`config.mk`:
```
export PLATFORM = sky130hd
export DESIGN_NAME = viu_top
export DESIGN_NICKNAME = d
export VERILOG_FILES = /design/src/viu_pkg.sv /design/src/viu_ack_seq.sv /design/src/viu_top.sv
export VERILOG_INCLUDE_DIRS = /design/src /design/src/src
export SDC_FILE = /design/constraint.sdc
export NUM_CORES = 1
export LEC_CHECK = 0
export BUFFER_PORTS_ARGS = -buffer_cell sky130_fd_sc_hd__buf_2
export CORE_MARGIN = 2
export CORE_UTILIZATION = 45
export CTS_CLUSTER_SIZE = 28
export DETAILED_ROUTE_END_ITERATION = 12
export PLACE_DENSITY = 0.7
export SYNTH_ARGS = -nofsm -noshare
export SYNTH_HDL_FRONTEND = slang
export SYNTH_SLANG_ARGS = --single-unit
```
`constraint.sdc`:
```
create_clock -name i_mclk -period 2.7 [get_ports i_mclk]
set_input_delay 0.54 -clock i_mclk [delete_from_list [all_inputs] [get_ports i_mclk]]
set_output_delay 0.54 -clock i_mclk [all_outputs]
set_load 0.03 [all_outputs]
```
`src/viu_consts.svh`:
```
// Offsets, reset values, fixed vector codes and timing counts of the vectored interrupt unit.
`ifndef VIU_CONSTS_SVH
`define VIU_CONSTS_SVH

// ============================================================
// Register selects on the core write port
`define VIU_SEL_VECTOR_PAGE     2'h0
`define VIU_SEL_VECTOR_LOW_BASE 2'h1
`define VIU_SEL_TRAP_IRQ_CTRL   2'h2

// ============================================================
// Reset values
`define VIU_VECTOR_PAGE_RST     8'h00
`define VIU_VECTOR_LOW_BASE_RST 3'h0
`define VIU_TRAP_CTRL_EN_RST    3'h1
`define VIU_IM_RST              2'h0

// ============================================================
// Field positions of trap_irq_control and vector_low_base
`define VIU_TIC_A_EN_BIT        0
`define VIU_TIC_B_EN_BIT        1
`define VIU_TIC_C_EN_BIT        2
`define VIU_VLB_MSB             7
`define VIU_VLB_LSB             5

// ============================================================
// Fixed restart addresses
`define VIU_MODE1_ADDR          16'h0038
`define VIU_NMI_ADDR            16'h0066

// ============================================================
// Fixed low codes, highest priority first
`define VIU_CODE_EXT_B          5'h00
`define VIU_CODE_EXT_C          5'h02
`define VIU_CODE_TMR0           5'h04
`define VIU_CODE_TMR1           5'h06
`define VIU_CODE_DMA0           5'h08
`define VIU_CODE_DMA1           5'h0a
`define VIU_CODE_CSIO           5'h0c
`define VIU_CODE_ASYNC0         5'h0e
`define VIU_CODE_ASYNC1         5'h10

// ============================================================
// Peripheral count, acknowledge timing and idle opcode
`define VIU_NUM_PERIPH          7
`define VIU_EXT_WAIT_STATES     2
`define VIU_OPCODE_IDLE         8'h00

`endif

```
`src/viu_pkg.sv`:
```
// Types shared by the vectored interrupt unit.
package viu_pkg;

	// Bus states of one acknowledge cycle.
	typedef enum logic [2:0] {
		VIU_ST_IDLE,
		VIU_ST_T1,
		VIU_ST_T2,
		VIU_ST_TW,
		VIU_ST_T3,
		VIU_ST_DONE
	} viu_state_e;

	// Kind of request taken at the sample point.
	typedef enum logic [2:0] {
		VIU_K_NMI,
		VIU_K_MODE0,
		VIU_K_MODE1,
		VIU_K_MODE2,
		VIU_K_INTERNAL
	} viu_kind_e;

endpackage

```
`src/viu_ack_seq.sv`:
```
// Bus-state sequencer for one interrupt acknowledge cycle.
`timescale 1ns/1ps
`include "viu_consts.svh"

module viu_ack_seq
	import viu_pkg::*;
(
	input  wire logic       i_mclk,
	input  wire logic       i_rst,
	input  wire logic       i_ce,
	input  wire logic       i_start,
	input  wire logic       i_ext_wait,
	output viu_state_e      o_state_q,
	output viu_state_e      o_state_d
);

	viu_state_e state_q;
	viu_state_e state_d;
	logic [1:0] wait_q;
	logic [1:0] wait_d;

	// ============================================================
	// Next state: T1, T2, optional waits, T3, then one done cycle.
	always_comb begin
		state_d = state_q;
		wait_d  = wait_q;
		if (i_ce) begin
			case (state_q)
				VIU_ST_IDLE: begin
					if (i_start) begin
						state_d = VIU_ST_T1;
						wait_d  = i_ext_wait ? 2'(`VIU_EXT_WAIT_STATES) : 2'h0;
					end
				end
				VIU_ST_T1: state_d = VIU_ST_T2;
				VIU_ST_T2: state_d = (wait_q != 2'h0) ? VIU_ST_TW : VIU_ST_T3;
				VIU_ST_TW: begin
					wait_d  = wait_q - 2'h1;
					state_d = (wait_q == 2'h1) ? VIU_ST_T3 : VIU_ST_TW;
				end
				VIU_ST_T3:   state_d = VIU_ST_DONE;
				VIU_ST_DONE: state_d = VIU_ST_IDLE;
				default:     state_d = VIU_ST_IDLE;
			endcase
		end
	end

	// Registers the sequencer state.
	always_ff @(posedge i_mclk) begin
		if (i_rst) begin
			state_q <= VIU_ST_IDLE;
			wait_q  <= 2'h0;
		end else begin
			state_q <= state_d;
			wait_q  <= wait_d;
		end
	end

	assign o_state_q = state_q;
	assign o_state_d = state_d;

endmodule // viu_ack_seq

```
`src/viu_top.sv`:
```
// Interrupt acceptance, masking, vector forming and acknowledge control of the CPU.
//
// Behaviour
// - mode 1 acceptance stacks PC, jumps 0038H.
// - mode 1 acceptance clears both enable flags.
// - vector table holds two-byte entries, low first.
// - vector page register gives upper address byte.
// - mode 2 low vector captured from bus.
// - mode 2 stacks PC then reads table.
// - external vector read: strobes low, two waits.
// - reset loads vector page with zero.
// - other vectors: base bits plus fixed code.
// - fixed low codes and priority order.
// - second and third inputs masked globally, individually.
// - reset: first input enabled, others cleared.
// - peripheral requests masked globally and individually.
// - reset clears vector low base bits.
// - maskable inputs sampled low at sample point.
// - control signal states during each acknowledge.
// - enable instruction sets global enable flag.
// - first input masked by either enable low.
// - non-maskable input outranks all maskable inputs.
// - mode 0 fetches opcode, no PC stacking.
`timescale 1ns/1ps
`include "viu_consts.svh"

module viu_top
	import viu_pkg::*;
(
	input  wire logic        i_mclk,
	input  wire logic        i_rst,
	input  wire logic        i_ce,
	input  wire logic        i_nmi_n,
	input  wire logic        i_ext_irq_a_n,
	input  wire logic        i_ext_irq_b_n,
	input  wire logic        i_ext_irq_c_n,
	input  wire logic [7:0]  i_data_bus,
	input  wire logic [6:0]  i_periph_req,
	input  wire logic [6:0]  i_periph_en,
	input  wire logic        i_sample_point,
	input  wire logic        i_irq_enable_instr,
	input  wire logic        i_irq_disable_instr,
	input  wire logic        i_nmi_return_instr,
	input  wire logic        i_set_mode,
	input  wire logic [1:0]  i_mode,
	input  wire logic        i_reg_wr,
	input  wire logic [1:0]  i_reg_sel,
	input  wire logic [7:0]  i_reg_wdata,
	output logic             o_opcode_fetch_strobe_n,
	output logic             o_io_enable_n,
	output logic             o_status_line,
	output logic             o_wait_state,
	output logic             o_ack_busy,
	output logic             o_irq_done,
	output logic             o_push_pc,
	output logic             o_table_fetch,
	output logic             o_mode0_exec,
	output logic [15:0]      o_target_addr,
	output logic [7:0]       o_opcode,
	output logic [7:0]       o_vector_page,
	output logic [7:0]       o_vector_low_base,
	output logic [7:0]       o_trap_irq_control,
	output logic             o_global_irq_enable,
	output logic             o_saved_irq_enable
);

	// ============================================================
	// Pin synchronisers; only the second stage is read by logic.
	logic [11:0] sync1_q;
	logic [11:0] sync2_q;
	logic        nmi_prev_q;
	logic        nmi_pend_q, nmi_pend_d;

	// Two flip-flops for every pin input.
	always_ff @(posedge i_mclk) begin
		if (i_rst) begin
			sync1_q <= 12'hfff;
			sync2_q <= 12'hfff;
		end else if (i_ce) begin
			sync1_q <= {i_nmi_n, i_ext_irq_a_n, i_ext_irq_b_n, i_ext_irq_c_n, i_data_bus};
			sync2_q <= sync1_q;
		end
	end

	logic       nmi_s_n;
	logic       irq_a_s_n;
	logic       irq_b_s_n;
	logic       irq_c_s_n;
	logic [7:0] data_s;

	assign {nmi_s_n, irq_a_s_n, irq_b_s_n, irq_c_s_n, data_s} = sync2_q;

	// ============================================================
	// Programmable state.
	logic [7:0] vector_page_q, vector_page_d;
	logic [2:0] vlb_q, vlb_d;
	logic [2:0] tic_en_q, tic_en_d;
	logic [1:0] im_q, im_d;
	logic       gie_q, gie_d;
	logic       sie_q, sie_d;

	// ============================================================
	// Acknowledge bookkeeping.
	viu_kind_e  kind_q, kind_d;
	logic [4:0] code_q, code_d;
	logic [7:0] cap_q, cap_d;
	viu_state_e seq_q, seq_d;
	logic       start;
	logic       ext_wait;

	// ============================================================
	// Request masking and priority choice.
	logic       req_a;
	logic       req_b;
	logic       req_c;
	logic [6:0] req_p;
	logic       take;
	viu_kind_e  take_kind;
	logic [4:0] take_code;

	assign req_a = ~irq_a_s_n & gie_q & tic_en_q[`VIU_TIC_A_EN_BIT];
	assign req_b = ~irq_b_s_n & gie_q & tic_en_q[`VIU_TIC_B_EN_BIT];
	assign req_c = ~irq_c_s_n & gie_q & tic_en_q[`VIU_TIC_C_EN_BIT];
	assign req_p = i_periph_req & i_periph_en & {7{gie_q}};

	// Picks the winner, non-maskable first, then the fixed order.
	always_comb begin
		take      = 1'b0;
		take_kind = VIU_K_INTERNAL;
		take_code = `VIU_CODE_EXT_B;
		if (nmi_pend_q) begin
			take      = 1'b1;
			take_kind = VIU_K_NMI;
		end else if (req_a) begin
			take      = 1'b1;
			take_kind = (im_q == 2'h2) ? VIU_K_MODE2 :
			            (im_q == 2'h1) ? VIU_K_MODE1 : VIU_K_MODE0;
		end else if (req_b) begin
			take      = 1'b1;
			take_code = `VIU_CODE_EXT_B;
		end else if (req_c) begin
			take      = 1'b1;
			take_code = `VIU_CODE_EXT_C;
		end else begin
			// Peripheral codes step by two from the first timer; the lowest index wins.
			for (int i = 6; i >= 0; i--) begin
				if (req_p[i]) begin
					take      = 1'b1;
					take_code = `VIU_CODE_TMR0 + 5'(2 * i);
				end
			end
		end
	end

	// Requests are taken only at the sample point of a last machine cycle.
	assign start    = i_ce & i_sample_point & take & (seq_q == VIU_ST_IDLE);
	assign ext_wait = (take_kind == VIU_K_MODE0) | (take_kind == VIU_K_MODE2);

	viu_ack_seq u_seq (
		.i_mclk     (i_mclk),
		.i_rst      (i_rst),
		.i_ce       (i_ce),
		.i_start    (start),
		.i_ext_wait (ext_wait),
		.o_state_q  (seq_q),
		.o_state_d  (seq_d)
	);

	// ============================================================
	// Next values of flags, registers and the taken request.
	always_comb begin
		vector_page_d = vector_page_q;
		vlb_d         = vlb_q;
		tic_en_d      = tic_en_q;
		im_d          = im_q;
		gie_d         = gie_q;
		sie_d         = sie_q;
		kind_d        = kind_q;
		code_d        = code_q;
		cap_d         = cap_q;
		nmi_pend_d    = nmi_pend_q;
		if (i_ce) begin
			// The falling edge is latched and held until taken; a new edge wins.
			if (start && take_kind == VIU_K_NMI) begin
				nmi_pend_d = 1'b0;
			end
			if (nmi_prev_q && !nmi_s_n) begin
				nmi_pend_d = 1'b1;
			end
			if (i_reg_wr) begin
				case (i_reg_sel)
					`VIU_SEL_VECTOR_PAGE:     vector_page_d = i_reg_wdata;
					`VIU_SEL_VECTOR_LOW_BASE: vlb_d = i_reg_wdata[`VIU_VLB_MSB:`VIU_VLB_LSB];
					`VIU_SEL_TRAP_IRQ_CTRL:   tic_en_d = i_reg_wdata[2:0];
					default:                  ;
				endcase
			end
			if (i_set_mode) begin
				im_d = i_mode;
			end
			if (i_irq_enable_instr) begin
				gie_d = 1'b1;
				sie_d = 1'b1;
			end else if (i_irq_disable_instr) begin
				gie_d = 1'b0;
				sie_d = 1'b0;
			end else if (i_nmi_return_instr) begin
				gie_d = sie_q;
			end
			if (start) begin
				kind_d = take_kind;
				code_d = take_code;
				if (take_kind == VIU_K_NMI) begin
					sie_d = gie_q;
					gie_d = 1'b0;
				end else begin
					gie_d = 1'b0;
					sie_d = 1'b0;
				end
			end
			// Low vector or opcode is taken from the bus at the end of T3.
			if (seq_q == VIU_ST_T3) begin
				cap_d = data_s;
			end
		end
	end

	// Registers the programmable and bookkeeping state.
	always_ff @(posedge i_mclk) begin
		if (i_rst) begin
			vector_page_q <= `VIU_VECTOR_PAGE_RST;
			vlb_q         <= `VIU_VECTOR_LOW_BASE_RST;
			tic_en_q      <= `VIU_TRAP_CTRL_EN_RST;
			im_q          <= `VIU_IM_RST;
			gie_q         <= 1'b0;
			sie_q         <= 1'b0;
			kind_q        <= VIU_K_MODE0;
			code_q        <= 5'h00;
			cap_q         <= `VIU_OPCODE_IDLE;
			nmi_pend_q    <= 1'b0;
			nmi_prev_q    <= 1'b1;
		end else begin
			vector_page_q <= vector_page_d;
			vlb_q         <= vlb_d;
			tic_en_q      <= tic_en_d;
			im_q          <= im_d;
			gie_q         <= gie_d;
			sie_q         <= sie_d;
			kind_q        <= kind_d;
			code_q        <= code_d;
			cap_q         <= cap_d;
			nmi_pend_q    <= nmi_pend_d;
			if (i_ce) begin
				nmi_prev_q <= nmi_s_n;
			end
		end
	end

	// ============================================================
	// Output values; done from the current sequencer state, the rest from the next.
	logic        in_ack_d, ext_ack_d, done_d;
	logic [15:0] target_d;
	logic        push_d, table_d, mode0_d;
	viu_kind_e   kind_ack;

	assign kind_ack  = start ? take_kind : kind_q;
	assign in_ack_d  = (seq_d != VIU_ST_IDLE) && (seq_d != VIU_ST_DONE);
	assign ext_ack_d = in_ack_d && (kind_ack != VIU_K_NMI) && (kind_ack != VIU_K_INTERNAL);
	assign done_d    = i_ce && (seq_q == VIU_ST_DONE);

	// Forms the resume address or table pointer for the finished acknowledge.
	always_comb begin
		target_d = {vector_page_q, vlb_q, code_q};
		push_d   = 1'b1;
		table_d  = 1'b1;
		mode0_d  = 1'b0;
		case (kind_q)
			VIU_K_NMI: begin
				target_d = `VIU_NMI_ADDR;
				table_d  = 1'b0;
			end
			VIU_K_MODE0: begin
				target_d = 16'h0000;
				push_d   = 1'b0;
				table_d  = 1'b0;
				mode0_d  = 1'b1;
			end
			VIU_K_MODE1: begin
				target_d = `VIU_MODE1_ADDR;
				table_d  = 1'b0;
			end
			VIU_K_MODE2: target_d = {vector_page_q, cap_q};
			default:     ;
		endcase
	end

	// Registers the acknowledge outputs; the read-back outputs below are assigned directly.
	always_ff @(posedge i_mclk) begin
		if (i_rst) begin
			o_opcode_fetch_strobe_n <= 1'b1;
			o_io_enable_n           <= 1'b1;
			o_status_line           <= 1'b1;
			o_wait_state            <= 1'b0;
			o_ack_busy              <= 1'b0;
			o_irq_done              <= 1'b0;
			o_push_pc               <= 1'b0;
			o_table_fetch           <= 1'b0;
			o_mode0_exec            <= 1'b0;
			o_target_addr           <= 16'h0000;
			o_opcode                <= `VIU_OPCODE_IDLE;
		end else begin
			o_opcode_fetch_strobe_n <= ~ext_ack_d;
			o_io_enable_n           <= ~ext_ack_d;
			o_status_line           <= ~in_ack_d;
			o_wait_state            <= (seq_d == VIU_ST_TW);
			o_ack_busy              <= (seq_d != VIU_ST_IDLE);
			o_irq_done              <= done_d;
			o_push_pc               <= done_d & push_d;
			o_table_fetch           <= done_d & table_d;
			o_mode0_exec            <= done_d & mode0_d;
			if (done_d) begin
				o_target_addr <= target_d;
				o_opcode      <= cap_q;
			end
		end
	end

	// Register read-back; unused bits read as zero.
	assign o_vector_page       = vector_page_q;
	assign o_vector_low_base   = {vlb_q, 5'h00};
	assign o_trap_irq_control  = {5'h00, tic_en_q};
	assign o_global_irq_enable = gie_q;
	assign o_saved_irq_enable  = sie_q;

endmodule // viu_top

```
* Word level (Yosys, flattened, before mapping) *
Cells that the tools add are included.

operators by class
  equal/unequal tests = 19
  muxes and demuxes = 49
  reductions and logical operators = 29
  add/subtract/negate cells = 1
  bitwise logic cells = 20

operator list
  operator            number
  $pmux 16 s4         1
  $mux 5              11
  $mux 1              24
  $mux 3              7
  $eq 3x2->1 const B  6
  $pmux 3 s5          1
  $and 7x7->7         2
  $and 1x1->1         12
  $reduce_and 2->1    6
  $reduce_and 3->1    4
  $eq 3x1->1 const B  3
  $logic_not 3->1     3
  $reduce_bool 3->1   3
  $mux 2              4
  $eq 2x1->1 const B  3
  $eq 3x3->1 const B  2
  $logic_and 1x1->1   6
  $ne 3x3->1 const B  2
  $reduce_bool 2->1   3
  $not 1->1           5
  $eq 2x2->1 const B  2
  $pmux 2 s2          1
  $reduce_bool 4->1   1
  $reduce_or 3->1     1
  5 further kinds     5

storage, ports and cells
  logic and storage cells = 143
  flip-flop bits (word level) = 97

* Logic depth before layout (Yosys ltp) *
  word-level depth = 23
  mapped depth = 7
  mapped depth without buffers = 7

* By module *
A second synthesis with hierarchy kept.

unflattened totals
  cell total of the unflattened synthesis = 465
  area total of the unflattened synthesis = 4,149.0 um^2

modules (own cells, without submodules)
  module       area an instance (um^2)  instances  cells each
  viu_top      3,774.9                  1          426
  viu_ack_seq  374.1                    1          39

* Least setup slack after synthesis *
No wires, ideal clock.

  path type = reg-to-reg
  from = register tic_en_q[2]
  to = register code_q[2]
  clock period less this slack = 1.883 ns
  arrival time = 1.761 ns
  path buffers = 1
  stages on the path, launching flop included = 7
  required time = 2.579 ns
  slack = 0.817 ns
  path through = dfxtp_1 and3b_1 or2_4 nor3b_4 a31o_1 buf_6 mux2_4

on the way
  longest elaborated chain between the ends = 8

ends and longest elaborated chain
  element                     line            source
  start, declared             viu_top.sv:97   logic [2:0] tic_en_q, tic_en_d;
  start signal, assigned      viu_top.sv:233  tic_en_q <= `VIU_TRAP_CTRL_EN_RST;
  start signal, assigned      viu_top.sv:245  tic_en_q <= tic_en_d;
  $and 1x1->1 (*)             viu_top.sv:123  assign req_c = ~irq_c_s_n & gie_q & tic_en_q[`VIU_TIC_C_EN_BIT];
  $mux 1                      viu_top.sv:141  end else if (req_c) begin
  $mux 1                      viu_top.sv:138  end else if (req_b) begin
  $mux 1                      viu_top.sv:134  end else if (req_a) begin
  $mux 1                      viu_top.sv:131  if (nmi_pend_q) begin
  $and 1x1->1 (2 in series)   viu_top.sv:156  assign start = i_ce & i_sample_point & take & (seq_q == VIU_ST_IDLE);
  $reduce_and 2->1 (no line)  --
  end signal, assigned        viu_top.sv:250  code_q <= code_d;
  end, declared               viu_top.sv:105  logic [4:0] code_q, code_d;

Every way passes the cells marked *; elsewhere a longest branch is shown, timed or not.
A chain may end at the register's enable or synchronous reset.

* Worst setup path in the final report *
  from = register gie_q, in the netlist o_global_irq_enable
  to = register code_q[2]

on the way
  longest elaborated chain between the ends = 15

ends and longest elaborated chain
  element                     line            source
  start, declared             viu_top.sv:99   logic gie_q, gie_d;
  start signal, assigned      viu_top.sv:247  gie_q <= gie_d;
  $and 7x7->7                 viu_top.sv:124  assign req_p = i_periph_req & i_periph_en & {7{gie_q}};
  $mux 1 (7 in series)        viu_top.sv:147  if (req_p[i]) begin
  $mux 1                      viu_top.sv:141
  $mux 1                      viu_top.sv:138
  $mux 1                      viu_top.sv:134
  $mux 1                      viu_top.sv:131
  $and 1x1->1 (2 in series)   viu_top.sv:156
  $reduce_and 2->1 (no line)  --

Parallel ways exist; a longest one is shown, timed or not.

==> out/results.tsv <==
stage	metric	value	unit
pwr	ir_worst_vdd	303	uV
drt	drt_iter0_markers	134	
global_routing	grt_usage	0.186	
logic_synthesis	netlist_instances	478	
placed_design	io_buffers	95	
drt	drc	0	
logic_synthesis	synth_top_family_by_area	simple AND/OR/NAND/NOR gates	
drt	wl_per_cell	13.8	um
setup_path	required	2.95	ns
floorplan	core_area	8720	um^2
global_routing	grt_pass1_vias	3155	
drt	vias	3508	
setup_path	crit_slowest_cell	a31o_1	
logic_synthesis	synthSimpleGateAreaFrac	0.227	
drt	wl	9300	um
logic_synthesis	muxShareOfSynthArea	0.0139	
logic_synthesis	yosys-top-cells-area	dfxtp_1, nand2_1, a21oi_1	
setup_path	critical_path_class	register to register	
setup_path	cp.buffers_inverters	0	
logic_synthesis	synth_xor_area_frac	0	
logic_synthesis	synth_most_common_cell	dfxtp_1	
drt	drtPass1Iterations	5	
logic_synthesis	synth-warning-count	0	
pwr	switchingPower	0.707	mW
logic_synthesis	yosysSeqAreaShare	0.473	
timing	period_needed	2.13	ns
timing	fin_skew	0.00845	ns
placed_design	dp_cells	657	
pwr	swShare	0.265	
clock_tree	clk_latency	0.36	ns
timing	hold_viol_final	0	
drt	antenna_left	0	
logic_synthesis	synth.cell_area	4070	um^2
clock_tree	htreeDepth	3	
global_routing	met3_usage	0.0326	
global_routing	antenna_found_initial	0	
clock_tree	clk_pin_slew	0.09	ns
pwr	pwr-share-seq	0.561	
finish	diodes	0	
clock_tree	postCtsSetupBuffers	0	
logic_synthesis	synth-edff-count	0	
placed_design	place_congestion	0.813	
global_routing	met2_usage	0.302	
pwr	intPower	1.96	mW
min_path	hold_path_class	input port to register	
finish	fin_nets	611	
timing	tightest_slew	0.575	ns
setup_path	cpLargestDelayFamily	simple AND/OR/NAND/NOR gates	
floorplan	rows	34	
setup_path	slowest_delay	0.49	ns
floorplan	dieArea	9810	um^2
logic_synthesis	yosysTopAreaCellShare	0.473	
setup_path	cp-end-kind	register	
logic_synthesis	syn_area_per_cell	8.50	um^2
timing	max-slew-margin-rel	0.616	
finish	syn_to_final_growth	17.1	%
timing	fmax	0.469	GHz
timing	grt_setup_unrepaired	false	
logic_synthesis	synth-async-reset-ratio	0	
setup_path	start_kind	register	
timing	slew_viol_final	0	
clock_tree	cts-root-buf	clkbuf_8	
clock_tree	cts_tree	done	
run_status	status	complete, no violations	
finish	final_cells	673	
logic_synthesis	synth_top_flop_cell	dfxtp_1	
flow_run	max_cap_violations	0	
finish	drive_above_1_share	0.227	
timing	finalSetupViolations	0	
timing	final.setup.tns	0	ns
logic_synthesis	synth_adder_area_share	0.0123	
floorplan	start_util	0.466	
floorplan	die_height	99.0	um
clock_tree	cts.repair.resized	0	
pwr	comb_power_share	0.103	
logic_synthesis	yosys.area.top_type	dfxtp_1	
logic_synthesis	synthTopCellsByCount	dfxtp_1, nand2_1, a21oi_1, nor2b_1, a211o_1	
clock_tree	clock_sinks	96	
logic_synthesis	synth-compound-area-share	0.212	
setup_path	path_max_fanout	12	
pwr	clkPwrFrac	0.336	
clock_tree	cts_buffer_depth	2	
setup_path	arrival	2.38	ns
global_routing	grt_max_degree	48	
logic_synthesis	yosysUniqueCellTypes	52	
global_routing	use_met1	0.255	
clock_tree	numCtsBuffers	9	
floorplan	io_pins	106	
global_routing	grt_pass1_wl	14900	um
placed_design	hpwl	6820	um
setup_path	path_cells	and3b_1 > or2_4 > nor3b_4 > a31o_1 > mux2_4	
floorplan	die_w	99.0	um
pwr	pwr_density_cell	561	nW/um^2
drt	vias_per_cell	5.21	
pwr	p_leak	1.98	nW
global_routing	grt.busiest_layer	met2	
logic_synthesis	synth_seq_cells	96	
timing	fin_crit_sh	0.791	
clock_tree	cts-hold-fix-buffers	0	
finish	fill_cells	861	
global_routing	gr-total-overflow	0	
==> power by group through the flow <==
stage / clock (mW) / combinational, mW / sequential (mW)
floorplan: 0 / 0.196 / 1.53
finish: 0.897 / 0.274 / 1.50
global placement: 0 / 0.269 / 1.53
CTS: 0.909 / 0.275 / 1.50
detailed placement: 0 / 0.273 / 1.53
global route: 0.964 / 0.304 / 1.50
==> routing by layer <==
metal,part of all wire,vias to the layer above
met1,0.47,1593
met4,0.012,0
met3,0.052,10
met2,0.46,103
li1,-,1802
met5,0,-
==> flip-flops by register name (all words and copies together) (netlist names), 2 cells and up <==
signal,flops
cap_q,8
code_q,4
im_q,2
kind_q,3
o_opcode,8
o_target_addr,16
o_vector_page,8
sync1_q,12
sync2_q,12
tic_en_q,3
u_seq.o_state_q,3
u_seq.wait_q,2
vlb_q,3
==> worst paths after layout <==
check	cells past startpoint	start	slack, ns	end
min reg2reg	2	o_target_addr[1]	0.46	o_target_addr[1]
max	5	o_global_irq_enable	0.57	code_q[2]
max reg2reg	5	o_global_irq_enable	0.57	code_q[2]
min	2	i_ext_irq_a_n	0.38	sync1_q[10]
==> cell families (layout without fill, tap and decap cells) <==
family	after synthesis	count (layout)
AND/OR/NAND/NOR	193	193
AO/OA/AOI/OAI	129	129
flip-flops	96	96
buffers and inverters	50	128
multiplexers	5	5
adder cells (fa/ha/maj)	4	4
other	1	10
==> stage by stage <==
step	util	worst slack [ns]	total power [mW]	hold WS, ns	cell area, um^2
2_1_floorplan	-	0.817	1.73	0.427	4100
3_3_place_gp	0.524	0.531	1.80	0.442	4570
3_5_place_dp	0.524	0.497	1.80	0.445	4570
4_1_cts	0.546	0.573	2.68	0.375	4760
5_1_grt	0.546	0.458	2.77	0.379	4760
6_report	0.546	0.566	2.67	0.382	4760
==> cell type report <==
type / count / area, um^2 / area share
sequential: 96 / 1920 / 0.404
multi-input combinational: 341 / 1930 / 0.407
timing repair buffer: 105 / 551 / 0.116
clock inverter: 5 / 38.8 / 0.00815
clock buffer: 11 / 151 / 0.0318
tap: 108 / 135 / 0.0284
inverter: 7 / 26.3 / 0.00552
==> worst register-to-register path, delay by kind of cell (launching register included) <==
family	cells	cell delay (ns)
AOI/OAI and AO/OA	1	0.49
DFF	1	0.42
muxes	1	0.34
and+or+nand+nor	3	0.78
==> placed cells by master, fill, tap and decap left out, drive strengths merged, types with 2 or more instances in the layout <==
cell and instances:
nand3 17, ha 4, a31oi 4, o211ai 4, mux2 2, inv 8, and3 5, a32oi 2
dfxtp 96, nor2 24, clkbuf 11, a211oi 3, a31o 2, a211o 25, o21ai 14, nor3b 4
clkinv 3, a21boi 2, nand2 91, a22o 12, buf 105, nor2b 28, nand3b 3, nand2b 6
nor3 7, conb 10, nand4 2, mux2i 3, a22oi 2, or3 2, a21oi 50
(Power assumes the default switching activity.)
